`src/hw/camera_capture_pkg.sv`:
```
// camera capture control: register map, field layout, codes, timing
// assumes a 200 MHz block clock and an APB slave with 32-bit data
package camera_capture_pkg;

  localparam int ADDR_W = 16;

  // register indices; the byte address is four times the index
  localparam logic [15:0] IDX_CONFIG  = 16'h2010;
  localparam logic [15:0] IDX_FRAME   = 16'h2012;
  localparam logic [15:0] IDX_COMMAND = 16'h2014;
  localparam logic [15:0] IDX_STATUS  = 16'h2016;
  localparam logic [ADDR_W-1:0] ADDR_CONFIG  = {IDX_CONFIG[13:0], 2'b00};
  localparam logic [ADDR_W-1:0] ADDR_FRAME   = {IDX_FRAME[13:0], 2'b00};
  localparam logic [ADDR_W-1:0] ADDR_COMMAND = {IDX_COMMAND[13:0], 2'b00};
  localparam logic [ADDR_W-1:0] ADDR_STATUS  = {IDX_STATUS[13:0], 2'b00};

  // configuration fields
  localparam int CFG_EN     = 0;
  localparam int CFG_CLKSEL = 1;  // three bits
  localparam int CFG_MODE   = 4;  // three bits, input port choice
  localparam int CFG_EMB    = 7;
  localparam logic [15:0] CONFIG_MASK  = 16'h01ff;
  localparam logic [15:0] CONFIG_RESET = 16'h0000;

  // frame setting fields
  localparam int FRM_IRQ_EN  = 0;
  localparam int FRM_IRQ_POL = 1;
  localparam int FRM_DEC     = 2;  // three bits
  localparam int FRM_SINGLE  = 6;
  localparam int FRM_IRQ_SEL = 7;
  localparam int FRM_RAW     = 8;
  localparam logic [15:0] FRAME_MASK  = 16'h01df;
  localparam logic [15:0] FRAME_RESET = 16'h0000;

  // command bits (write only) and status bits
  localparam int CMD_RESET    = 0;
  localparam int CMD_IRQ_CLR  = 1;
  localparam int CMD_START    = 2;
  localparam int CMD_STOP     = 3;
  localparam int CMD_ERR0_CLR = 8;
  localparam int CMD_ERR1_CLR = 9;
  localparam int STS_IRQ  = 1;
  localparam int STS_RUN  = 2;
  localparam int STS_ERR0 = 8;
  localparam int STS_ERR1 = 9;

  typedef enum logic [2:0] {
    CLKSEL_FOLLOW = 3'b000,
    CLKSEL_PORT1  = 3'b001,
    CLKSEL_PORT2  = 3'b010,
    CLKSEL_BOTH   = 3'b011,
    CLKSEL_NONE   = 3'b100
  } clk_sel_t;

  localparam logic [2:0] MODE_PORT1 = 3'h0;
  localparam logic [2:0] MODE_PORT2 = 3'h1;
  localparam logic [2:0] DEC_NONE   = 3'h7;
  localparam logic [7:0] PAD_BYTE   = 8'hff;
  localparam logic [7:0] SYNC_LEAD  = 8'hff;
  localparam logic [7:0] SYNC_ZERO  = 8'h00;
  localparam int SYNC_FIXED_BIT = 7;
  localparam int SYNC_V_BIT     = 5;
  localparam int SYNC_H_BIT     = 4;

  typedef enum logic [1:0] {
    CAP_IDLE  = 2'b00,
    CAP_FRAME = 2'b01,
    CAP_PAD   = 2'b10
  } cap_state_t;

  typedef enum logic [1:0] {
    ES_DATA = 2'b00,
    ES_LEAD = 2'b01,
    ES_ZERO = 2'b10,
    ES_CODE = 2'b11
  } esync_state_t;

  // sensor clock half period
  localparam int CLK_PERIOD_NS        = 5;
  localparam int SENSOR_HALF_NS       = 10;
  localparam int SENSOR_HALF_CYC      = SENSOR_HALF_NS / CLK_PERIOD_NS;

endpackage

```
`src/hw/camera_capture_control.sv`:
```
// camera capture control: APB registers, sensor clock out, frame capture
// assumes APB master on clock; sensor pins are asynchronous to clock
//
// Behaviour
// - clock select routes sensor clock to ports
// - enable low stops clock, output held low
// - clearing enable forces clock output low immediately
// - software reset clears logic, partial data, enable
// - raw bit accepts already encoded sensor stream
// - raw mode needs enable, changes during blanking
// - raw frames padded with 0xff to words
// - interrupt select: during frame or after
// - single frame clears enable after one frame
// - decimation code n picks one of n+1 frames, code 7 takes none
// - polarity bit picks vertical ref level
// - interrupt enable gates frame interrupt
// - command bits act on one only
// - sync error clears only in embedded mode
// - stop command finishes frame then halts
// - start command begins at next frame
// - interrupt clear command clears status flag
// - embedded mode takes sync from data codes
//
// The APB slave port was chosen for this implementation.
`timescale 1ns/1ps

module camera_capture_control #(
  parameter int DIV_HALF = camera_capture_pkg::SENSOR_HALF_CYC
) (
  input  wire logic                              clock,
  input  wire logic                              arst_n,
  input  wire logic [camera_capture_pkg::ADDR_W-1:0] paddr,
  input  wire logic                              psel,
  input  wire logic                              penable,
  input  wire logic                              pwrite,
  input  wire logic [31:0]                       pwdata,
  output logic      [31:0]                       prdata,
  output logic                                   pready,
  output logic                                   pslverr,
  input  wire logic                              sensor_pixel_clock,
  input  wire logic                              sensor_vertical_ref,
  input  wire logic                              sensor_line_ref,
  input  wire logic [7:0]                        sensor_data,
  output logic                                   sensor_clock_out_port1,
  output logic                                   sensor_clock_out_port2,
  output logic                                   capture_irq,
  output logic [31:0]                            pixel_word,
  output logic                                   pixel_word_valid
);
  import camera_capture_pkg::*;

  ////////////////////////////////////////////////////////////////////////
  // apb decode: zero-wait slave, answer one cycle into the access phase
  logic        setup_w, done_w, wr_w;
  logic        hit_cfg, hit_frm, hit_cmd, hit_sts, hit_any;
  logic [15:0] cfg_reg, cfg_next, frm_reg, frm_next, sts_w, rd_mux;

  assign setup_w = psel & ~penable;
  assign done_w  = psel & penable & pready;
  assign wr_w    = done_w & pwrite;
  assign hit_cfg = (paddr == ADDR_CONFIG);
  assign hit_frm = (paddr == ADDR_FRAME);
  assign hit_cmd = (paddr == ADDR_COMMAND);
  assign hit_sts = (paddr == ADDR_STATUS);
  assign hit_any = hit_cfg | hit_frm | hit_cmd | hit_sts;
  // command register holds no readable state
  assign rd_mux  = hit_cfg ? cfg_reg : hit_frm ? frm_reg :
                   hit_sts ? sts_w : 16'h0000;

  always_ff @(posedge clock or negedge arst_n) begin
    if (!arst_n) begin
      pready  <= 1'b0;
      pslverr <= 1'b0;
      prdata  <= 32'h0000_0000;
    end else begin
      pready  <= setup_w;
      pslverr <= setup_w & ~hit_any;
      prdata  <= (setup_w & ~pwrite) ? {16'h0000, rd_mux} : 32'h0000_0000;
    end
  end

  // command pulses: a zero bit does nothing
  logic cmd_wr, cmd_reset, cmd_irq_clr, cmd_start, cmd_stop;
  logic cmd_err0_clr, cmd_err1_clr;
  assign cmd_wr       = wr_w & hit_cmd;
  assign cmd_reset    = cmd_wr & pwdata[CMD_RESET];
  assign cmd_irq_clr  = cmd_wr & pwdata[CMD_IRQ_CLR];
  assign cmd_start    = cmd_wr & pwdata[CMD_START];
  assign cmd_stop     = cmd_wr & pwdata[CMD_STOP];
  assign cmd_err0_clr = cmd_wr & pwdata[CMD_ERR0_CLR];
  assign cmd_err1_clr = cmd_wr & pwdata[CMD_ERR1_CLR];

  ////////////////////////////////////////////////////////////////////////
  // pin synchronisers: two flops before anything looks at the pins
  logic [10:0] pin_meta_reg, pin_sync_reg;
  logic        pclk_prev_reg;
  always_ff @(posedge clock or negedge arst_n) begin
    if (!arst_n) begin
      pin_meta_reg  <= 11'h000;
      pin_sync_reg  <= 11'h000;
      pclk_prev_reg <= 1'b0;
    end else begin
      pin_meta_reg  <= {sensor_pixel_clock, sensor_vertical_ref,
                        sensor_line_ref, sensor_data};
      pin_sync_reg  <= pin_meta_reg;
      pclk_prev_reg <= pin_sync_reg[10];
    end
  end

  logic       pix_edge, vref_s, href_s;
  logic [7:0] data_s;
  assign pix_edge = pin_sync_reg[10] & ~pclk_prev_reg;
  assign vref_s   = pin_sync_reg[9];
  assign href_s   = pin_sync_reg[8];
  assign data_s   = pin_sync_reg[7:0];

  ////////////////////////////////////////////////////////////////////////
  // embedded sync decoder: lead, zero, zero, code word
  esync_state_t es_reg;
  logic emb_vact_reg, emb_line_reg, err0_reg, err1_reg;
  logic err0_set, err1_set, emb_mode;
  assign emb_mode = cfg_reg[CFG_EMB];
  assign err1_set = pix_edge & emb_mode &
                    (es_reg == ES_LEAD || es_reg == ES_ZERO) &
                    (data_s != SYNC_ZERO);
  assign err0_set = pix_edge & emb_mode & (es_reg == ES_CODE) &
                    ~data_s[SYNC_FIXED_BIT];

  always_ff @(posedge clock or negedge arst_n) begin
    if (!arst_n) begin
      es_reg       <= ES_DATA;
      emb_vact_reg <= 1'b0;
      emb_line_reg <= 1'b0;
    end else if (cmd_reset || !emb_mode) begin
      es_reg <= ES_DATA;
    end else if (pix_edge) begin
      unique case (es_reg)
        ES_DATA: es_reg <= (data_s == SYNC_LEAD) ? ES_LEAD : ES_DATA;
        ES_LEAD: es_reg <= (data_s == SYNC_ZERO) ? ES_ZERO : ES_DATA;
        ES_ZERO: es_reg <= (data_s == SYNC_ZERO) ? ES_CODE : ES_DATA;
        ES_CODE: begin
          es_reg <= ES_DATA;
          if (data_s[SYNC_FIXED_BIT]) begin
            emb_vact_reg <= ~data_s[SYNC_V_BIT];
            emb_line_reg <= ~data_s[SYNC_H_BIT];
          end
        end
      endcase
    end
  end

  // error flags: a new error wins over a clear in the same cycle
  always_ff @(posedge clock or negedge arst_n) begin
    if (!arst_n) begin
      err0_reg <= 1'b0;
      err1_reg <= 1'b0;
    end else begin
      err0_reg <= err0_set | (err0_reg & ~(cmd_err0_clr & emb_mode));
      err1_reg <= err1_set | (err1_reg & ~(cmd_err1_clr & emb_mode));
    end
  end

  ////////////////////////////////////////////////////////////////////////
  // frame framing: sync source chosen by the embedded mode bit
  logic vert_active, line_active, byte_ok, vert_prev_reg;
  logic frame_start, frame_end;
  assign vert_active = emb_mode ? emb_vact_reg : vref_s;
  assign line_active = emb_mode ? emb_line_reg : href_s;
  assign byte_ok     = ~emb_mode | ((es_reg == ES_DATA) &&
                                    (data_s != SYNC_LEAD));
  assign frame_start = vert_active & ~vert_prev_reg;
  assign frame_end   = ~vert_active & vert_prev_reg;

  always_ff @(posedge clock or negedge arst_n) begin
    if (!arst_n) vert_prev_reg <= 1'b0;
    else         vert_prev_reg <= vert_active;
  end

  ////////////////////////////////////////////////////////////////////////
  // capture sequencer
  cap_state_t state_reg, state_next;
  logic       cfg_en, running_reg, stop_pend_reg, raw_eff_reg;
  logic [2:0] dec_code, dec_cnt_reg;
  logic       dec_hit, take_frame, done_pulse, take_byte;
  assign cfg_en     = cfg_reg[CFG_EN];
  assign dec_code   = frm_reg[FRM_DEC +: 3];
  assign dec_hit    = (dec_code != DEC_NONE) && (dec_cnt_reg == 3'h0);
  assign take_frame = cfg_en & running_reg & dec_hit;
  assign done_pulse = (state_reg == CAP_FRAME) & frame_end;
  assign take_byte  = (state_reg == CAP_FRAME) & pix_edge & line_active &
                      vert_active & byte_ok;

  always_comb begin
    state_next = state_reg;
    unique case (state_reg)
      CAP_IDLE:  if (frame_start && take_frame) state_next = CAP_FRAME;
      CAP_FRAME: if (frame_end) begin
        state_next = raw_eff_reg ? CAP_PAD : CAP_IDLE;
      end
      CAP_PAD:   state_next = CAP_IDLE;
      default:   state_next = CAP_IDLE;
    endcase
    if (!cfg_en || cmd_reset) state_next = CAP_IDLE;
  end

  // start/stop flag: start takes hold at once; stop during a frame waits for its end
  always_ff @(posedge clock or negedge arst_n) begin
    if (!arst_n) begin
      state_reg     <= CAP_IDLE;
      running_reg   <= 1'b1;
      stop_pend_reg <= 1'b0;
    end else begin
      state_reg <= state_next;
      if (cmd_reset) begin
        running_reg   <= ~frm_reg[FRM_SINGLE];
        stop_pend_reg <= 1'b0;
      end else if (cmd_start) begin
        running_reg   <= 1'b1;
        stop_pend_reg <= 1'b0;
      end else if (cmd_stop) begin
        if (state_reg == CAP_FRAME) stop_pend_reg <= 1'b1;
        else                        running_reg   <= 1'b0;
      end else if (done_pulse && stop_pend_reg) begin
        running_reg   <= 1'b0;
        stop_pend_reg <= 1'b0;
      end
    end
  end

  // decimation counter; restarts so the first eligible frame is taken
  always_ff @(posedge clock or negedge arst_n) begin
    if (!arst_n) begin
      dec_cnt_reg <= 3'h0;
    end else if (cmd_reset || !cfg_en ||
                 (wr_w && hit_frm &&
                  pwdata[FRM_DEC +: 3] != dec_code)) begin
      dec_cnt_reg <= 3'h0;
    end else if (frame_start) begin
      dec_cnt_reg <= (dec_cnt_reg >= dec_code) ? 3'h0
                                               : dec_cnt_reg + 3'h1;
    end
  end

  // raw mode follows its bit only in blanking with capture idle
  always_ff @(posedge clock or negedge arst_n) begin
    if (!arst_n) raw_eff_reg <= 1'b0;
    else if (!cfg_en || cmd_reset) raw_eff_reg <= 1'b0;
    else if (state_reg == CAP_IDLE && !vert_active)
      raw_eff_reg <= frm_reg[FRM_RAW];
  end

  ////////////////////////////////////////////////////////////////////////
  // byte packing, first byte in the low lane; raw frames padded
  logic [31:0] word_reg, word_next, pad_word;
  logic [1:0]  byte_cnt_reg;
  assign word_next = {data_s, word_reg[31:8]};
  always_comb begin
    unique case (byte_cnt_reg)
      2'h0: pad_word = {4{PAD_BYTE}};
      2'h1: pad_word = {{3{PAD_BYTE}}, word_reg[31:24]};
      2'h2: pad_word = {{2{PAD_BYTE}}, word_reg[31:16]};
      2'h3: pad_word = {PAD_BYTE, word_reg[31:8]};
    endcase
  end

  always_ff @(posedge clock or negedge arst_n) begin
    if (!arst_n) begin
      word_reg         <= 32'h0000_0000;
      byte_cnt_reg     <= 2'h0;
      pixel_word       <= 32'h0000_0000;
      pixel_word_valid <= 1'b0;
    end else begin
      pixel_word_valid <= 1'b0;
      if (cmd_reset || (state_reg == CAP_IDLE &&
                        state_next == CAP_FRAME)) begin
        word_reg     <= 32'h0000_0000;
        byte_cnt_reg <= 2'h0;
      end else if (state_reg == CAP_PAD) begin
        pixel_word       <= pad_word;
        pixel_word_valid <= 1'b1;
        byte_cnt_reg     <= 2'h0;
      end else if (take_byte) begin
        word_reg     <= word_next;
        byte_cnt_reg <= byte_cnt_reg + 2'h1;
        if (byte_cnt_reg == 2'h3) begin
          pixel_word       <= word_next;
          pixel_word_valid <= 1'b1;
        end
      end
    end
  end

  ////////////////////////////////////////////////////////////////////////
  // register writes; a bus write wins over the single-frame auto clear
  always_comb begin
    cfg_next = cfg_reg;
    frm_next = frm_reg;
    if (wr_w && hit_cfg) cfg_next = pwdata[15:0] & CONFIG_MASK;
    else if (cmd_reset) cfg_next[CFG_EN] = 1'b0;
    else if (done_pulse && frm_reg[FRM_SINGLE])
      cfg_next[CFG_EN] = 1'b0;
    if (wr_w && hit_frm) begin
      frm_next = pwdata[15:0] & FRAME_MASK;
      if (!cfg_en) frm_next[FRM_RAW] = 1'b0;
    end
  end

  always_ff @(posedge clock or negedge arst_n) begin
    if (!arst_n) begin
      cfg_reg <= CONFIG_RESET;
      frm_reg <= FRAME_RESET;
    end else begin
      cfg_reg <= cfg_next;
      frm_reg <= frm_next;
    end
  end

  ////////////////////////////////////////////////////////////////////////
  // frame interrupt: sticky flag, a new event beats the clear
  logic irq_sts_reg, vref_match, irq_event, irq_sts_next;
  assign vref_match   = vert_active ^ frm_reg[FRM_IRQ_POL];
  assign irq_event    = frm_reg[FRM_IRQ_SEL] ? done_pulse
                        : ((state_reg == CAP_FRAME) & vref_match);
  assign irq_sts_next = irq_event | (irq_sts_reg & ~cmd_irq_clr);
  assign sts_w = {6'h00, err1_reg, err0_reg, 5'h00, running_reg,
                  irq_sts_reg, 1'b0};

  always_ff @(posedge clock or negedge arst_n) begin
    if (!arst_n) begin
      irq_sts_reg <= 1'b0;
      capture_irq <= 1'b0;
    end else begin
      irq_sts_reg <= irq_sts_next;
      capture_irq <= irq_sts_next & frm_reg[FRM_IRQ_EN];
    end
  end

  ////////////////////////////////////////////////////////////////////////
  // sensor clock divider and port routing, from next config so the
  // output drops on the same edge that clears the enable
  clk_sel_t   sel_w;
  logic       en_next, sel1_w, sel2_w, clk_gen_reg, clk_gen_next, wrap_w;
  logic [7:0] div_cnt_reg;
  assign en_next = cfg_next[CFG_EN];
  assign sel_w   = clk_sel_t'(cfg_next[CFG_CLKSEL +: 3]);
  assign sel1_w  = (sel_w == CLKSEL_PORT1) || (sel_w == CLKSEL_BOTH) ||
                   (sel_w == CLKSEL_FOLLOW &&
                    cfg_next[CFG_MODE +: 3] == MODE_PORT1);
  assign sel2_w  = (sel_w == CLKSEL_PORT2) || (sel_w == CLKSEL_BOTH) ||
                   (sel_w == CLKSEL_FOLLOW &&
                    cfg_next[CFG_MODE +: 3] == MODE_PORT2);
  assign wrap_w  = (div_cnt_reg == 8'(DIV_HALF - 1));
  assign clk_gen_next = en_next & (wrap_w ? ~clk_gen_reg : clk_gen_reg);

  always_ff @(posedge clock or negedge arst_n) begin
    if (!arst_n) begin
      div_cnt_reg            <= 8'h00;
      clk_gen_reg            <= 1'b0;
      sensor_clock_out_port1 <= 1'b0;
      sensor_clock_out_port2 <= 1'b0;
    end else begin
      div_cnt_reg <= (!en_next || wrap_w) ? 8'h00 : div_cnt_reg + 8'h01;
      clk_gen_reg <= clk_gen_next;
      sensor_clock_out_port1 <= clk_gen_next & sel1_w;
      sensor_clock_out_port2 <= clk_gen_next & sel2_w;
    end
  end
endmodule

```
`config.mk`:
```
export PLATFORM = sky130hd
export DESIGN_NAME = camera_capture_control
export DESIGN_NICKNAME = d
export VERILOG_FILES = /design/src/hw/camera_capture_pkg.sv /design/src/hw/camera_capture_control.sv
export SDC_FILE = /design/constraint.sdc
export NUM_CORES = 1
export LEC_CHECK = 0
export BUFFER_PORTS_ARGS = -buffer_cell sky130_fd_sc_hd__buf_2
export CAP_MARGIN = 30
export CORE_MARGIN = 8
export CORE_UTILIZATION = 57
export CTS_BUF_LIST = sky130_fd_sc_hd__clkbuf_4
export DETAILED_ROUTE_END_ITERATION = 8
export GPL_TIMING_DRIVEN = 0
export PLACE_DENSITY = 0.89
export RECOVER_POWER = 100
export SYNTH_ARGS = -nofsm -noshare
export SYNTH_HDL_FRONTEND = slang
export SYNTH_SLANG_ARGS = --single-unit
```
`constraint.sdc`:
```
create_clock -name clock -period 2.79 [get_ports clock]
set_clock_uncertainty 0.15 [all_clocks]
set_input_delay 0.279 -clock clock [delete_from_list [all_inputs] [get_ports clock]]
set_output_delay 0.279 -clock clock [all_outputs]
set_load 0.005 [all_outputs]
```
==> impl_metrics.yaml <==
setup_path:
  cpMaxStageDelayCell: "mux2i_1"
  cp-start-kind: "register"
  path_cells: "buf_4, mux2i_1, inv_1, nand2_1, a211oi_1, o21a_1, buf_6, clkbuf_2, mux2_4"
  crit_path_end_kind: "register"
  crit_path_max_incr_delay_ns: 0.55
  worst-path-buf-inv: 4
  cp.required_ns: 3.09
  crit_type: "reg2reg"
  crit_family: "multiplexers"
  startpoint: "cfg_reg[7]"
  timing.rr.start: "cfg_reg[7]"
  cp_data_arrival_time_ns: 2.92
  path_max_fanout: 10
placed_design:
  gp_congestion: 0.919
  io_buffer_count: 87
  placed_area_um2: 7380
  place_ws_ns: 0.334
  place_inst: 873
  hpwlAfterDp_mm: 11.5
routing:
  first_iter_violations: 485
  vias: 5389
  routed_wl_mm: 16.2
  firstDrtPassIters: 5
  route.detailed.drc: 0
  drtAntennaViolNets: 0
  wl_per_cell_um: 17.4
  via_per_inst: 5.79
pwr:
  leakagePower_nw: 3.59
  max-vdd-ir-drop_v: 0.000362
  total_power_mw: 3.78
  p_per_area_nw_per_um2: 486
global_routing:
  grt_pass1_wl_mm: 26.4
  grt_max_degree: 102
  grt_pass1_vias: 5378
  grt_util_all_layers_pct: 22.0
  overflow: 0
  antenna_found_initial: 1
synth:
  post_synth_num_cell_types: 59
  synth_top_family_by_area: "simple AND/OR/NAND/NOR gates"
  yosys_warnings: 0
  synth_area_leader_cell: "dfrtp_1"
  synth_edf_count: 0
  netlist_instances: 621
  avgSynthCellArea_um2: 10.7
  synth_most_common_cell: "dfrtp_1"
  synth-seq-cells: 139
  synth-simple-area-share_pct: 15.7
  muxShareOfSynthArea_pct: 9.46
  yosys.area_share.adder_pct: 2.82
  synth_area_um2: 6660
  ys_seq_area_share_pct: 52.3
  synth_commonest_cells: "dfrtp_1, a21oi_1, nor2_1"
  ys_async_sr_fraction_pct: 100
  synth_ff_type: "dfrtp_1"
  synth_top_area_share_pct: 51.9
  synth_area_leaders: "dfrtp_1, mux2_2, a21oi_1"
  synth_compound_area_share_pct: 11.6
  yosys.area_share.xor_xnor_pct: 1.58
sta:
  slew_violations: 39
  slew_headroom_pct: -44.9
  tightestPinTransition_ns: 2.17
  min_period_over_period_pct: 94.1
  period_minus_slack_ns: 2.62
  finalHoldViolCount: 0
  setup_ws_ns: 0.166
  whs_ns: 0.0643
  final.setup.tns_ns: 0
  setup_viol: 0
  fmax_ghz: 0.381
  rsz0062_at_grt: "no"
clocking:
  cts_setup_buffers: 0
  cts_sinks: 139
  insertion_delay_ns: 0.56
  cts_root_buf: "clkbuf_4"
  cts_max_level: 4
  path_clk_slew_ns: 0.12
  cts_buffer_depth: 2
  cts_tree: "yes"
  cts_made_buffers: 17
floorplan:
  initial_core_util_pct: 58.3
  io_pins: 134
  rows: 39
  coreArea_um2: 11400
  die-width_um: 124
  die_y_um: 124
  dieArea_um2: 15400
finish:
  fin_cells: 931
  largest_reg_flops: 32
  drive_gt1_share_pct: 18.9
  multi_input_area_um2: 2770
  syn_to_final_growth_pct: 16.9
  fin_area_um2: 7780
  final_util_pct: 68.1
  final_net_count: 853
  fill_cells: 889
  seqCellArea_um2: 3480
job:
  cap_violations: 1
outcome:
  outcome: "finished, violations left"
  violations: "max-capacitance violations, max-slew violations"
hold_path:
  min_path_type: "in2reg"
  worstHoldStart: "pwdata[3]"
worst min-delay path, stage by stage:
cell and delay, ns:
clkbuf_1 0.20, o211ai_1 0.15, a21boi_0 0.10
worst paths after layout:
check | end | slack, ns | cells past startpoint
max in group asynchronous | irq_sts_reg | 0.43 | 3
min reg2reg | pin_sync_reg[10] | 0.21 | 0
min | stop_pend_reg | 0.06 | 3
min in group asynchronous | div_cnt_reg[4] | 0.75 | 2
max | pixel_word[23] | 0.17 | 9
max reg2reg | pixel_word[23] | 0.17 | 9
power by group:
part           total (mW)  internal (mW)  switching [mW]
Sequential           2.15           2.07          0.0752
Combinational       0.407          0.168           0.238
Clock                1.23          0.455           0.774
Total                3.78           2.70            1.09
cell families (layout without fill, tap and decap cells):
logic type | Yosys count | in the layout
and+or+nand+nor | 198 | 198
DFF | 139 | 139
muxes | 52 | 52
AOI/OAI and AO/OA | 123 | 123
buffers and inverters | 81 | 226
xor gates and xnor gates | 12 | 12
other | 1 | 23
adders and majority gates | 15 | 15
area by class of cell:
type / count / share of cell area, %
Multi-Input combinational cell: 422 / 35.6
Inverter: 25 / 1.21
Buffer: 56 / 4.01
Tap cell: 143 / 2.30
Clock inverter: 15 / 1.79
Timing Repair Buffer: 113 / 8.66
Sequential cell: 139 / 44.7
Antenna cell: 1 / 0.0322
Clock buffer: 17 / 1.64
metal layers:
metal	vias to the layer above	track usage [%]	share of wire, %
li1	2455	-	-
met1	2647	26.6	39
met2	248	36.8	50
met3	39	4.94	8.1
met4	0	10.3	2.5
met5	-	0	0
what timing repair did:
item | 4_1_cts | 5_1_grt
hold buffers | 25 | 0
endpoints found under the setup margin | 0 | 0
gates resized for setup | 0 | 0
hold endpoints to repair | 175 | 0
placed cells by master, fill, tap and decap left out, drive strengths merged, types with 7 or more instances in the layout:
| cell | Yosys | routed |
|---|---|---|
| o21ai | 29 | 29 |
| ha | 15 | 15 |
| nor3 | 10 | 10 |
| o22a | 8 | 8 |
| a22o | 9 | 9 |
| inv | 25 | 30 |
| dfrtp | 138 | 138 |
| mux2 | 35 | 35 |
| nand2 | 37 | 37 |
| nand2b | 28 | 28 |
| xor2 | 8 | 8 |
| clkbuf | 22 | 77 |
| conb | 1 | 22 |
| a21oi | 47 | 47 |
| dlygate4sd3 | 0 | 25 |
| nor2 | 44 | 44 |
| nor4 | 7 | 7 |
| clkinv | 0 | 7 |
| nand3 | 38 | 38 |
| mux2i | 17 | 17 |
| buf | 34 | 84 |
| a221oi | 9 | 9 |
Power figures use the tool's default switching activity.
